### src/core/sdlc_pkg.sv
`default_nettype none
package sdlc_pkg;
  localparam int DataWidth = 12;
  localparam int NumChannels = 6;
  localparam int ChanIdxWidth = 3;
  localparam logic [2:0] FirstChanAsc = 3'h0;
  localparam logic [2:0] FirstChanDesc = 3'h5;
  localparam logic [11:0] CodeFullScale = 12'hfff;
  localparam logic [11:0] CodeResetValue = 12'h000;
  // Register map, byte addresses
  localparam logic [7:0] OffsControl = 8'h00;
  localparam logic [7:0] OffsStatus = 8'h04;
  localparam logic [7:0] OffsLatchBase = 8'h10;
  localparam logic [7:0] OffsOutBase = 8'h30;
  // Control field positions
  localparam int CtlEdgeSelBit = 0;
  localparam int CtlDirBit = 1;
  localparam int CtlInvertBit = 2;
  localparam int CtlStandbyBit = 3;
  localparam logic [3:0] CtlResetValue = 4'h1;
  // Status field positions
  localparam int StsLoadingBit = 0;
  localparam int StsIdxLsb = 4;
  localparam int StsValidBit = 8;
  localparam int StsXferCntLsb = 16;
  localparam logic [1:0] HtransNonseq = 2'h2;

  typedef enum logic [1:0] {
    SdlcIdle = 2'b00,
    SdlcLoad = 2'b01,
    SdlcLast = 2'b11
  } sdlc_state_t;
endpackage
`default_nettype wire

### src/core/sdlc_load_if.sv
`default_nettype none
interface sdlc_load_if;
  import sdlc_pkg::*;
  logic capture;
  logic [ChanIdxWidth-1:0] chanIdx;
  logic [DataWidth-1:0] word;
  modport seq (output capture, output chanIdx, output word);
  modport core (input capture, input chanIdx, input word);
endinterface
`default_nettype wire

### src/core/sdlc_dac_load_ctrl.sv
`default_nettype none
// How it works
// - One 12-bit bus feeds six channel latches, one word per active edge.
// - A start launches six captures, one into each channel in turn.
// - Start must be high at the active edge before the loading begins.
// - Edge select high uses rising edges, low uses falling edges.
// - Direction low fills channel 0 up to 5; high fills 5 down to 0.
// - Transfer high on a rising edge updates outputs at the falling edge after two more rising edges.
// - Standby clears all stored words and halts loading until released.
// - Invert selects which reference level code 4095 maps to.
// - Invert selects the sign of the analog transfer around its reference.
module sdlc_dac_load_ctrl
  import sdlc_pkg::*;
(
  // Clock and reset
  input wire logic ref_clk,
  input wire logic arst_n,
  // Pixel input pins
  input wire logic [DataWidth-1:0] pixelData,
  input wire logic sequence_start,
  input wire logic output_transfer,
  // AHB-Lite slave
  input wire logic hsel,
  input wire logic [7:0] haddr,
  input wire logic [1:0] htrans,
  input wire logic hwrite,
  input wire logic [2:0] hsize,
  input wire logic [31:0] hwdata,
  input wire logic hready,
  output logic [31:0] hrdata,
  output logic hreadyout,
  output logic hresp,
  // Converter side
  output logic [NumChannels*DataWidth-1:0] channel_outputs,
  output logic polarity_invert,
  output logic power_down_request
);
  import sdlc_pkg::*;

  // Pin synchronisers, both phases
  logic [DataWidth+1:0] pinS1_q, pinS2_q;
  logic [DataWidth+1:0] pinN1_q, pinN2_q;
  logic [DataWidth+1:0] pinAll;
  assign pinAll = {output_transfer, sequence_start, pixelData};

  always_ff @(posedge ref_clk or negedge arst_n)
  begin
    if (!arst_n)
    begin
      pinS1_q <= '0;
      pinS2_q <= '0;
    end
    else
    begin
      pinS1_q <= pinAll;
      pinS2_q <= pinS1_q;
    end
  end

  always_ff @(negedge ref_clk or negedge arst_n)
  begin
    if (!arst_n)
    begin
      pinN1_q <= '0;
      pinN2_q <= '0;
    end
    else
    begin
      pinN1_q <= pinAll;
      pinN2_q <= pinN1_q;
    end
  end

  // Control register
  logic [3:0] ctl_q, ctl_d;
  logic edgeRise, dirDesc, standby;
  assign edgeRise = ctl_q[CtlEdgeSelBit];
  assign dirDesc = ctl_q[CtlDirBit];
  assign standby = ctl_q[CtlStandbyBit];

  // Rising-edge and falling-edge sequencers
  sdlc_load_if loadRise();
  sdlc_load_if loadFall();
  logic busyRise, busyFall;

  sdlc_edge_seq u_seq_rise (
    .ref_clk(ref_clk),
    .arst_n(arst_n),
    .enable(edgeRise),
    .dirDesc(dirDesc),
    .sequenceStart(pinS2_q[DataWidth]),
    .dataIn(pinS2_q[DataWidth-1:0]),
    .flush(standby),
    .load(loadRise.seq),
    .busy(busyRise)
  );

  sdlc_edge_seq u_seq_fall (
    .ref_clk(~ref_clk),
    .arst_n(arst_n),
    .enable(!edgeRise),
    .dirDesc(dirDesc),
    .sequenceStart(pinN2_q[DataWidth]),
    .dataIn(pinN2_q[DataWidth-1:0]),
    .flush(standby),
    .load(loadFall.seq),
    .busy(busyFall)
  );

  // Channel latches, rising and falling domains
  logic [DataWidth-1:0] latchR_q [NumChannels];
  logic [DataWidth-1:0] latchR_d [NumChannels];
  logic [DataWidth-1:0] latchF_q [NumChannels];
  logic [DataWidth-1:0] latchF_d [NumChannels];
  logic [NumChannels-1:0] srcFall_q, srcFall_d;

  always_comb
  begin
    for (int i = 0; i < NumChannels; i++)
    begin
      latchR_d[i] = latchR_q[i];
      if (standby)
        latchR_d[i] = CodeResetValue;
      else if (loadRise.capture && loadRise.chanIdx == 3'(i))
        latchR_d[i] = loadRise.word;
    end
  end

  always_comb
  begin
    for (int i = 0; i < NumChannels; i++)
    begin
      latchF_d[i] = latchF_q[i];
      if (standby)
        latchF_d[i] = CodeResetValue;
      else if (loadFall.capture && loadFall.chanIdx == 3'(i))
        latchF_d[i] = loadFall.word;
    end
  end

  always_comb
  begin
    srcFall_d = srcFall_q;
    for (int i = 0; i < NumChannels; i++)
    begin
      if (loadRise.capture && loadRise.chanIdx == 3'(i))
        srcFall_d[i] = 1'b0;
    end
    srcFall_d = srcFall_d | ({NumChannels{1'b1}} & ~{NumChannels{edgeRise}});
  end

  always_ff @(posedge ref_clk or negedge arst_n)
  begin
    if (!arst_n)
    begin
      for (int i = 0; i < NumChannels; i++)
        latchR_q[i] <= CodeResetValue;
      srcFall_q <= '0;
    end
    else
    begin
      latchR_q <= latchR_d;
      srcFall_q <= srcFall_d;
    end
  end

  always_ff @(negedge ref_clk or negedge arst_n)
  begin
    if (!arst_n)
    begin
      for (int i = 0; i < NumChannels; i++)
        latchF_q[i] <= CodeResetValue;
    end
    else
      latchF_q <= latchF_d;
  end

  // Output transfer: sampled rising, applied falling
  logic xferSeen_q, xferSeen_d;
  logic [NumChannels*DataWidth-1:0] outs_q, outs_d;
  logic [15:0] xferCnt_q, xferCnt_d;

  always_comb
  begin
    xferSeen_d = pinS2_q[DataWidth+1] & !standby;
    xferCnt_d = xferCnt_q + {15'h0, xferSeen_q};
  end

  always_ff @(posedge ref_clk or negedge arst_n)
  begin
    if (!arst_n)
    begin
      xferSeen_q <= 1'b0;
      xferCnt_q <= '0;
    end
    else
    begin
      xferSeen_q <= xferSeen_d;
      xferCnt_q <= xferCnt_d;
    end
  end

  always_comb
  begin
    outs_d = outs_q;
    if (standby)
      outs_d = '0;
    else if (xferSeen_q)
    begin
      for (int i = 0; i < NumChannels; i++)
        outs_d[i*DataWidth +: DataWidth] = srcFall_q[i] ? latchF_q[i] : latchR_q[i];
    end
  end

  always_ff @(negedge ref_clk or negedge arst_n)
  begin
    if (!arst_n)
      outs_q <= '0;
    else
      outs_q <= outs_d;
  end

  assign channel_outputs = outs_q;

  assign polarity_invert = ctl_q[CtlInvertBit];
  assign power_down_request = standby;

  // AHB-Lite slave, zero wait states
  logic aphValid_q, aphValid_d;
  logic aphWrite_q, aphWrite_d;
  logic [7:0] aphAddr_q, aphAddr_d;
  logic [31:0] rdata_q, rdata_d;
  logic [31:0] status;
  logic [7:0] latchOffs;
  logic [7:0] outOffs;

  assign status = {xferCnt_q, 7'h0, busyRise | busyFall,
                   1'b0, (edgeRise ? loadRise.chanIdx : loadFall.chanIdx), 3'h0,
                   busyRise | busyFall};
  assign latchOffs = haddr - OffsLatchBase;
  assign outOffs = haddr - OffsOutBase;

  always_comb
  begin
    aphValid_d = hsel & hready & htrans[1];
    aphWrite_d = hwrite;
    aphAddr_d = haddr;
    ctl_d = ctl_q;
    rdata_d = '0;
    if (aphValid_q && aphWrite_q && aphAddr_q == OffsControl)
      ctl_d = hwdata[3:0];
    if (hsel && hready && htrans[1] && !hwrite)
    begin
      if (haddr == OffsControl)
        rdata_d = {28'h0, ctl_q};
      else if (haddr == OffsStatus)
        rdata_d = status;
      else if (latchOffs < 8'(4 * NumChannels) && !latchOffs[1] && !latchOffs[0])
        rdata_d = {20'h0, latchR_q[3'(latchOffs[4:2])] ^ latchR_q[3'(latchOffs[4:2])]
                   | (srcFall_q[3'(latchOffs[4:2])] ? latchF_q[3'(latchOffs[4:2])]
                   : latchR_q[3'(latchOffs[4:2])])};
      else if (outOffs < 8'(4 * NumChannels) && !outOffs[1] && !outOffs[0])
        rdata_d = {20'h0, outs_q[outOffs[4:2] * DataWidth +: DataWidth]};
    end
  end

  always_ff @(posedge ref_clk or negedge arst_n)
  begin
    if (!arst_n)
    begin
      aphValid_q <= 1'b0;
      aphWrite_q <= 1'b0;
      aphAddr_q <= '0;
      ctl_q <= CtlResetValue;
      rdata_q <= '0;
    end
    else
    begin
      aphValid_q <= aphValid_d;
      aphWrite_q <= aphWrite_d;
      aphAddr_q <= aphAddr_d;
      ctl_q <= ctl_d;
      rdata_q <= rdata_d;
    end
  end

  assign hrdata = rdata_q;
  assign hreadyout = 1'b1;
  assign hresp = 1'b0;

  chk_xfer_applies: assert property (@(posedge ref_clk) disable iff (!arst_n)
    (pinS2_q[DataWidth+1] && !standby) |=> ##1 (xferCnt_q == $past(xferCnt_q) + 16'h1))
    else $error("transfer not counted");
  chk_standby_clears: assert property (@(posedge ref_clk) disable iff (!arst_n)
    standby |=> (latchR_q[0] == CodeResetValue) && !busyRise)
    else $error("standby did not clear");
  chk_outputs_hold: assert property (@(posedge ref_clk) disable iff (!arst_n)
    (!xferSeen_q && !standby && !$past(xferSeen_q)) |-> $stable(outs_q))
    else $error("outputs changed without transfer");
  chk_edge_exclusive: assert property (@(posedge ref_clk) disable iff (!arst_n)
    !(loadRise.capture && !edgeRise))
    else $error("rising capture while falling selected");
  chk_first_channel: assert property (@(posedge ref_clk) disable iff (!arst_n)
    ($rose(busyRise) && !standby && edgeRise) |-> (latchR_q[dirDesc ? 5 : 0] ==
    $past(pinS2_q[DataWidth-1:0])))
    else $error("first channel wrong");
  chk_invert_out: assert property (@(posedge ref_clk) disable iff (!arst_n)
    (aphValid_q && aphWrite_q && aphAddr_q == OffsControl) |=>
    (polarity_invert == $past(hwdata[CtlInvertBit])))
    else $error("invert level wrong");
  chk_start_ahead: assert property (@(posedge ref_clk) disable iff (!arst_n)
    ($rose(busyRise) && edgeRise) |-> $past(pinS2_q[DataWidth], 2))
    else $error("load began without prior start");
  chk_ahb_okay: assert property (@(posedge ref_clk) disable iff (!arst_n)
    hreadyout && !hresp)
    else $error("bus answer not okay");
endmodule // sdlc_dac_load_ctrl
`default_nettype wire

### src/core/sdlc_edge_seq.sv
`default_nettype none
// Sequencer for one clock phase: samples start one active edge ahead
module sdlc_edge_seq
  import sdlc_pkg::*;
(
  // Clock and reset
  input wire logic ref_clk,
  input wire logic arst_n,
  // Controls, already synchronised
  input wire logic enable,
  input wire logic dirDesc,
  input wire logic sequenceStart,
  input wire logic [DataWidth-1:0] dataIn,
  input wire logic flush,
  // Loading strobes
  sdlc_load_if.seq load,
  output logic busy
);
  sdlc_state_t state_q, state_d;
  logic startSeen_q, startSeen_d;
  logic [2:0] idx_q, idx_d;
  logic [2:0] cnt_q, cnt_d;

  always_comb
  begin
    state_d = state_q;
    idx_d = idx_q;
    cnt_d = cnt_q;
    startSeen_d = enable & sequenceStart;
    load.capture = 1'b0;
    load.chanIdx = idx_q;
    load.word = dataIn;
    if (flush || !enable)
    begin
      state_d = SdlcIdle;
      startSeen_d = 1'b0;
    end
    else if (startSeen_q)
    begin
      load.capture = 1'b1;
      load.chanIdx = dirDesc ? FirstChanDesc : FirstChanAsc;
      idx_d = dirDesc ? FirstChanDesc - 3'h1 : FirstChanAsc + 3'h1;
      cnt_d = 3'h1;
      state_d = SdlcLoad;
    end
    else if (state_q != SdlcIdle)
    begin
      load.capture = 1'b1;
      idx_d = dirDesc ? idx_q - 3'h1 : idx_q + 3'h1;
      cnt_d = cnt_q + 3'h1;
      state_d = (cnt_q == 3'(NumChannels - 1)) ? SdlcIdle : SdlcLoad;
    end
  end

  always_ff @(posedge ref_clk or negedge arst_n)
  begin
    if (!arst_n)
    begin
      state_q <= SdlcIdle;
      startSeen_q <= 1'b0;
      idx_q <= 3'h0;
      cnt_q <= 3'h0;
    end
    else
    begin
      state_q <= state_d;
      startSeen_q <= startSeen_d;
      idx_q <= idx_d;
      cnt_q <= cnt_d;
    end
  end

  assign busy = (state_q != SdlcIdle);

  chk_load_length: assert property (@(posedge ref_clk) disable iff (!arst_n)
    (startSeen_q && enable && !flush) ##1 (enable && !flush && !startSeen_q) [*5] |->
    $past(busy, 4) && $past(busy, 3) && $past(busy, 2) && $past(busy) && busy ##1 !busy)
    else $error("loading cycle length wrong");
endmodule // sdlc_edge_seq
`default_nettype wire

### config.mk
export PLATFORM = sky130hd
export DESIGN_NAME = sdlc_dac_load_ctrl
export DESIGN_NICKNAME = d
export VERILOG_FILES = /design/src/core/sdlc_pkg.sv /design/src/core/sdlc_load_if.sv /design/src/core/sdlc_dac_load_ctrl.sv /design/src/core/sdlc_edge_seq.sv
export SDC_FILE = /design/constraint.sdc
export NUM_CORES = 1
export LEC_CHECK = 0
export ABC_AREA = 1
export BUFFER_PORTS_ARGS = -buffer_cell sky130_fd_sc_hd__buf_2
export CAP_MARGIN = 30
export CORE_MARGIN = 3
export CORE_UTILIZATION = 45
export DETAILED_ROUTE_END_ITERATION = 7
export PLACE_DENSITY_LB_ADDON = 0.25
export SYNTH_ARGS = -nofsm -noshare
export SYNTH_HDL_FRONTEND = slang
export SYNTH_SLANG_ARGS = --single-unit
### constraint.sdc
create_clock -name ref_clk -period 5 [get_ports ref_clk]
set_input_delay 1 -clock ref_clk [delete_from_list [all_inputs] [get_ports ref_clk]]
set_output_delay 1 -clock ref_clk [all_outputs]
set_load 0.1 [all_outputs]
==> flow_summary.toml, run 1 <==
[run_status]
status = "completed"

[synthesis]
synth_edf_count = 0
seq_area_frac_synth_pct = 55.00
ys_ff_latch = 351
syn_inst = 1880
avgSynthCellArea_sq_um = 8.496
synthArstFlopShare_pct = 100.0
synth_cell_types = 44
synth_area_sq_um = 15970
yosysWarnings = 0
ys.flop_type = "dfrtn_1"

[sta]
fin_tns_setup_ps = 0
clock_skew_ps = 21.46
whs_ps = 294.5
slew_headroom_pct = 30.74
setup_ws_ps = 30.04
tightest_slew_ps = 1035
hold_viol_final = 0
setup-violations-final = 0
slew_viol_final = 0
rsz0062_at_grt = "false"

[placed_design]
gp_congestion = 0.9717
hpwl_microns = 36750
portBuffers = 133
preCtsSetupSlack_ps = 488.2

[drt]
vias_per_cell = 5.479
antenna_left = 0
drtIter0Drc = 1401
wl_per_cell_microns = 20.76
num_vias = 13650
totalWireLength_microns = 51700
firstDrtPassIters = 6
drc_errors = 0

[worst_setup_path]
crit_chain = "buf_2"
crit_buf_inv = 1
critPathKind = "reg2out"
worstReg2RegStart = "ctl_q[0]$_DFFE_PN1P_"
critPathTopFamily = "flip-flops"
worst_r2r_endpoint = "latchF_q[36]$_DFFE_NN0P_"
start_kind = "flip-flop"
rr_worst_depth = 7
cp-end-kind = "output port"
crit_fanout = 3
slowest_delay_ps = 480
r2r_setup_slack_ps = 480
cpMaxStageDelayCell = "dfrtn_1"
arrival_ps = 3970
cp_data_required_time_ps = 4000

[clock_tree]
htree_levels = 2
cts.sinks = 351
root_buffer = "clkbuf_16"
cts_tree = "yes"
clockBufferDepth = 3
cts.clk_slew.worst_paths_ps = 50
hold_buffers = 0
clk_latency_ps = 530
numCtsBuffers = 38

[floorplanning]
die_width_microns = 194.4
io_pins = 172
die_area_sq_um = 37790
start_util_pct = 45.90
rows = 68
core_area_sq_um = 34800
dieHeight_microns = 194.4

[global_route]
gr-total-overflow = 0
grtUsageMet2_pct = 40.12
grt_use_met1_pct = 40.16
antenna_found_initial = 0
grt_pass1_wl_microns = 79700
grt_max_degree = 46
use_met3_pct = 5.010
grt_pass1_vias = 13120
grt_most_used_layer = "met1"
grt_use_total_pct = 27.15

[pwr]
p_leak_nw = 8.686
p_sw_mw = 1.659
combPwrFrac_pct = 9.3
p_clk_share_pct = 44.7
p_seq_share_pct = 46.1
p_int_mw = 4.839
power_mw = 6.498
switching_share_pct = 25.53
peakVddDrop_mv = 0.2335
p_per_area_nw_per_um2 = 351.7

[final_layout]
area_growth_pct = 15.67
layout-drive-gt1-share_pct = 14.59
diodes = 0
nNetsFinal = 2083
fin_util_pct = 53.09

[min_path]
hold_path.class = "reg2reg"
hp-start = "pinN1_q[11]$_DFF_NN0_"
hold_depth = 0
hold_end = "pinN2_q[11]$_DFF_NN0_"

[flow_run]
drv_cap = 0
-- registers in the layout, summed over array words and instances, names as in the netlist, 3 cells and up --
name              flops
channel_outputs      72
latchF_q             72
latchR_q             72
hrdata               28
xferCnt_q            16
pinS1_q              14
pinS2_q              14
pinN1_q              13
pinN2_q              13
aphAddr_q             8
srcFall_q             6
ctl_q                 4
u_seq_fall.cnt_q      3
u_seq_fall.idx_q      3
u_seq_rise.cnt_q      3
u_seq_rise.idx_q      3
-- power groups by stage --
stage	clock [mW]	sequential, mW	combinational (mW)
after detailed placement	0	3.04	0.591
final	2.90	2.99	0.602
after CTS	2.94	2.99	0.595
after global placement	0	3.04	0.584
after floorplan	0	2.97	0.394
after global routing	3.07	3.00	0.663
-- kinds of logic (layout without fill, tap and decap cells) --
kind of cell | Yosys count | count (layout) | synth area share (%)
XOR/XNOR | 19 | 19 | 1.042
other | 2 | 6 | 0.04702
AND/OR/NAND/NOR | 681 | 681 | 17.64
flip-flops | 351 | 351 | 55.00
AO/OA/AOI/OAI | 444 | 444 | 15.71
adder cells (fa/ha/maj) | 12 | 12 | 1.034
buffers and inverters | 371 | 523 | 9.526
-- final cells by class --
class,instances,area [sq um]
clock buffer,57,1124
clock inverter,12,167.7
fill,3241,16320
inverter,273,1030
multi-input combinational,1162,5683
sequential,351,8785
tap,455,569.3
timing repair buffer,181,1116
-- cell usage after synthesis (4+ instances only) --
| cell type | number | area share, % |
|---|---|---|
| o22ai_1 | 85 | 3.3 |
| nor2_1 | 80 | 1.9 |
| buf_1 | 6 | 0.14 |
| a21oi_1 | 49 | 1.5 |
| nor3_1 | 15 | 0.47 |
| xor2_1 | 17 | 0.93 |
| o21ai_0 | 169 | 5.3 |
| a31oi_1 | 4 | 0.16 |
| o21ai_1 | 87 | 2.7 |
| nand4_1 | 5 | 0.20 |
| dfrtn_1 | 178 | 28 |
| ha_1 | 10 | 0.78 |
| buf_2 | 21 | 0.66 |
| buf_6 | 6 | 0.42 |
| buf_4 | 14 | 0.66 |
| nand2_2 | 12 | 0.47 |
| dfrtp_1 | 172 | 27 |
| clkbuf_1 | 51 | 1.2 |
| nand3_1 | 84 | 2.6 |
| nor2_4 | 5 | 0.35 |
| inv_2 | 12 | 0.28 |
| nand2_1 | 466 | 11 |
| inv_1 | 257 | 6.0 |
| o211ai_1 | 12 | 0.56 |
| o21ai_2 | 13 | 0.71 |
| o221ai_1 | 18 | 0.99 |
| nor2_2 | 7 | 0.27 |
-- placed cells by master, fill, tap and decap left out, drive strengths merged, types with 5 or more instances in the layout --
cell	n
nor3	16
conb	6
nand3	84
o22ai	85
nand2	479
o221ai	18
nand4	5
dfrtn	178
xor2	17
dfrtp	172
ha	10
a21oi	49
o21ai	270
clkinv	8
nor2	93
clkbuf	59
o211ai	12
inv	273
buf	179
-- layer usage --
metal	wire length, microns	up-vias
li1	-	6315
met4	2137	0
met2	22100	700
met1	22360	6530
met5	0	-
met3	5108	103
-- timing repair --
item | 4_1_cts | 5_1_grt
endpoints found under the hold margin | 0 | 0
endpoints found under the setup margin | 0 | 2
gates resized for setup | 0 | 2
buffers inserted | 0 | 0
-- worst max-delay path by stage --
stage	startpoint	end	cells after the start	slack, ps
after floorplan	ctl_q[3]$_DFFE_PN0P_	latchF_q[62]$_DFFE_NN0P_	11	180
final	channel_outputs[27]$_DFFE_NN0P_	channel_outputs[27]	1	30
after CTS	channel_outputs[26]$_DFFE_NN0P_	channel_outputs[26]	1	8
after detailed placement	ctl_q[0]$_DFFE_PN1P_	latchF_q[36]$_DFFE_NN0P_	7	490
after global placement	ctl_q[0]$_DFFE_PN1P_	latchF_q[36]$_DFFE_NN0P_	7	510
after global routing	channel_outputs[27]$_DFFE_NN0P_	channel_outputs[27]	1	7
-- through the flow --
stage	instance area (sq um)	instances
finish	18470	2491
global route	18470	2491
CTS	18470	2491
detailed placement	17180	2422
global placement	17170	2421
floorplan	15990	1884
Power figures use the tool's default switching activity.
==> run 2: changes to the inputs <==
--- a/config.mk
+++ b/config.mk
@@ -9,7 +9,7 @@
 export BUFFER_PORTS_ARGS = -buffer_cell sky130_fd_sc_hd__buf_2
 export CAP_MARGIN = 30
 export CORE_MARGIN = 3
-export CORE_UTILIZATION = 45
+export CORE_UTILIZATION = 35
 export DETAILED_ROUTE_END_ITERATION = 7
 export PLACE_DENSITY_LB_ADDON = 0.25
 export SYNTH_ARGS = -nofsm -noshare
==> run 2 against run 1 <==
Setup slack gained 3.9 ps. Sequential power is essentially flat. Hold slack got worse by 3.4 ps. Critical endpoint is now channel_outputs[44]. Largest cell class unchanged. Largest power group is now clock. Highest routed layer unchanged.
==> flow_summary.toml, run 2 (synthesis results as in run 1) <==
[final_layout]
final_common_cell = "nand2_1"
layout-drive-gt1-share_pct = 14.83
fin_util_pct = 41.93
fin_area_sq_um = 18700
diodes = 0
nNetsFinal = 2081
area_growth_pct = 17.09
final_cell_mix = "nand2_1, inv_1, dfrtn_1"

[sta]
hold_viol_final = 0
slew_headroom_pct = 41.36
tightest_slew_ps = 879.6
fin_tns_setup_ps = 0
clock_skew_ps = 16.45
rsz0062_at_grt = "false"
setup-violations-final = 0
slew_viol_final = 0

[drt]
num_vias = 13520
drc_errors = 0
antenna_left = 0
drtIter0Drc = 1375
totalWireLength_microns = 53830
vias_per_cell = 5.143
firstDrtPassIters = 5
wl_per_cell_microns = 20.48

[floorplanning]
core_area_sq_um = 44610
start_util_pct = 35.81
die_width_microns = 219.6
die_area_sq_um = 48230
rows = 77
io_pins = 172
dieHeight_microns = 219.6

[worst_setup_path]
arrival_ps = 3970
critPathKind = "reg2out"
critPathTopFamily = "flip-flops"
crit_fanout = 3
cp_data_required_time_ps = 4000
crit_chain = "buf_2"
slowest_delay_ps = 470
r2r_setup_slack_ps = 360
start_kind = "flip-flop"
cp-end-kind = "output port"
crit_buf_inv = 1
cpMaxStageDelayCell = "dfrtn_1"

[clock_tree]
cts.sinks = 351
clockBufferDepth = 3
postCtsSetupBuffers = 0
clk_latency_ps = 550
cts_tree = "yes"
htree_levels = 2
cts.clk_slew.worst_paths_ps = 50
numCtsBuffers = 39
hold_buffers = 0
root_buffer = "clkbuf_16"
cts_resized = 4

[run_status]
status = "completed"

[placed_design]
hpwl_microns = 38190
portBuffers = 133
placed_area_sq_um = 17330
gp_congestion = 0.9356

[global_route]
grt_pass1_vias = 12880
grt_max_degree = 73
grt_pass1_wl_microns = 80790
grt_use_total_pct = 22.27
gr-total-overflow = 0
antenna_found_initial = 1

[flow_run]
drv_cap = 0

[pwr]
p_leak_nw = 8.706
peakVddDrop_mv = 0.1897
p_per_area_nw_per_um2 = 353.5

[min_path]
hold_path.class = "reg2reg"
-- run 2: layout make-up --
class / count / area, sq um
inverters: 273 / 1030
clock buffers: 56 / 1182
clock inverters: 16 / 177.7
repair buffers: 178 / 1104
fillers: 4393 / 25900
flip-flops and latches: 351 / 8785
well taps: 592 / 740.7
multi-input cells: 1162 / 5683
-- run 2: metal layers --
metal | vias to the layer above | track usage, % | routed length (microns)
li1 | 6339 | - | -
met1 | 6535 | 32.83 | 24150
met2 | 555 | 33.26 | 23400
met3 | 86 | 3.365 | 4354
met4 | 0 | 8.049 | 1921
met5 | - | 0 | 0
-- run 2: final timing paths --
path,from,endpoint,depth (start not counted)
max,channel_outputs[44]$_DFFE_NN0P_,channel_outputs[44],1
min,pinN1_q[6]$_DFF_NN0_,pinN2_q[6]$_DFF_NN0_,0
max reg2reg,ctl_q[0]$_DFFE_PN1P_,latchF_q[67]$_DFFE_NN0P_,9
min reg2reg,pinN1_q[6]$_DFF_NN0_,pinN2_q[6]$_DFF_NN0_,0
max in group asynchronous,arst_n,channel_outputs[14]$_DFFE_NN0P_,2
min in group asynchronous,arst_n,latchR_q[6]$_DFFE_PN0P_,1
-- run 2: report_power, final --
group,internal (mW),switching [mW]
Combinational,0.176,0.435
Sequential,2.90,0.0930
Clock,1.81,1.20
-- run 2: through the flow --
stage | hold WS (ps) | power (mW) | instances | setup slack, ps
floorplan | 291.7 | 3.361 | 1884 | 177.0
global placement | 292.8 | 3.641 | 2554 | 419.5
detailed placement | 296.1 | 3.646 | 2556 | 380.9
CTS | 295.1 | 6.663 | 2628 | 2.386
global route | 299.3 | 6.870 | 2628 | 13.39
finish | 291.0 | 6.611 | 2628 | 33.90
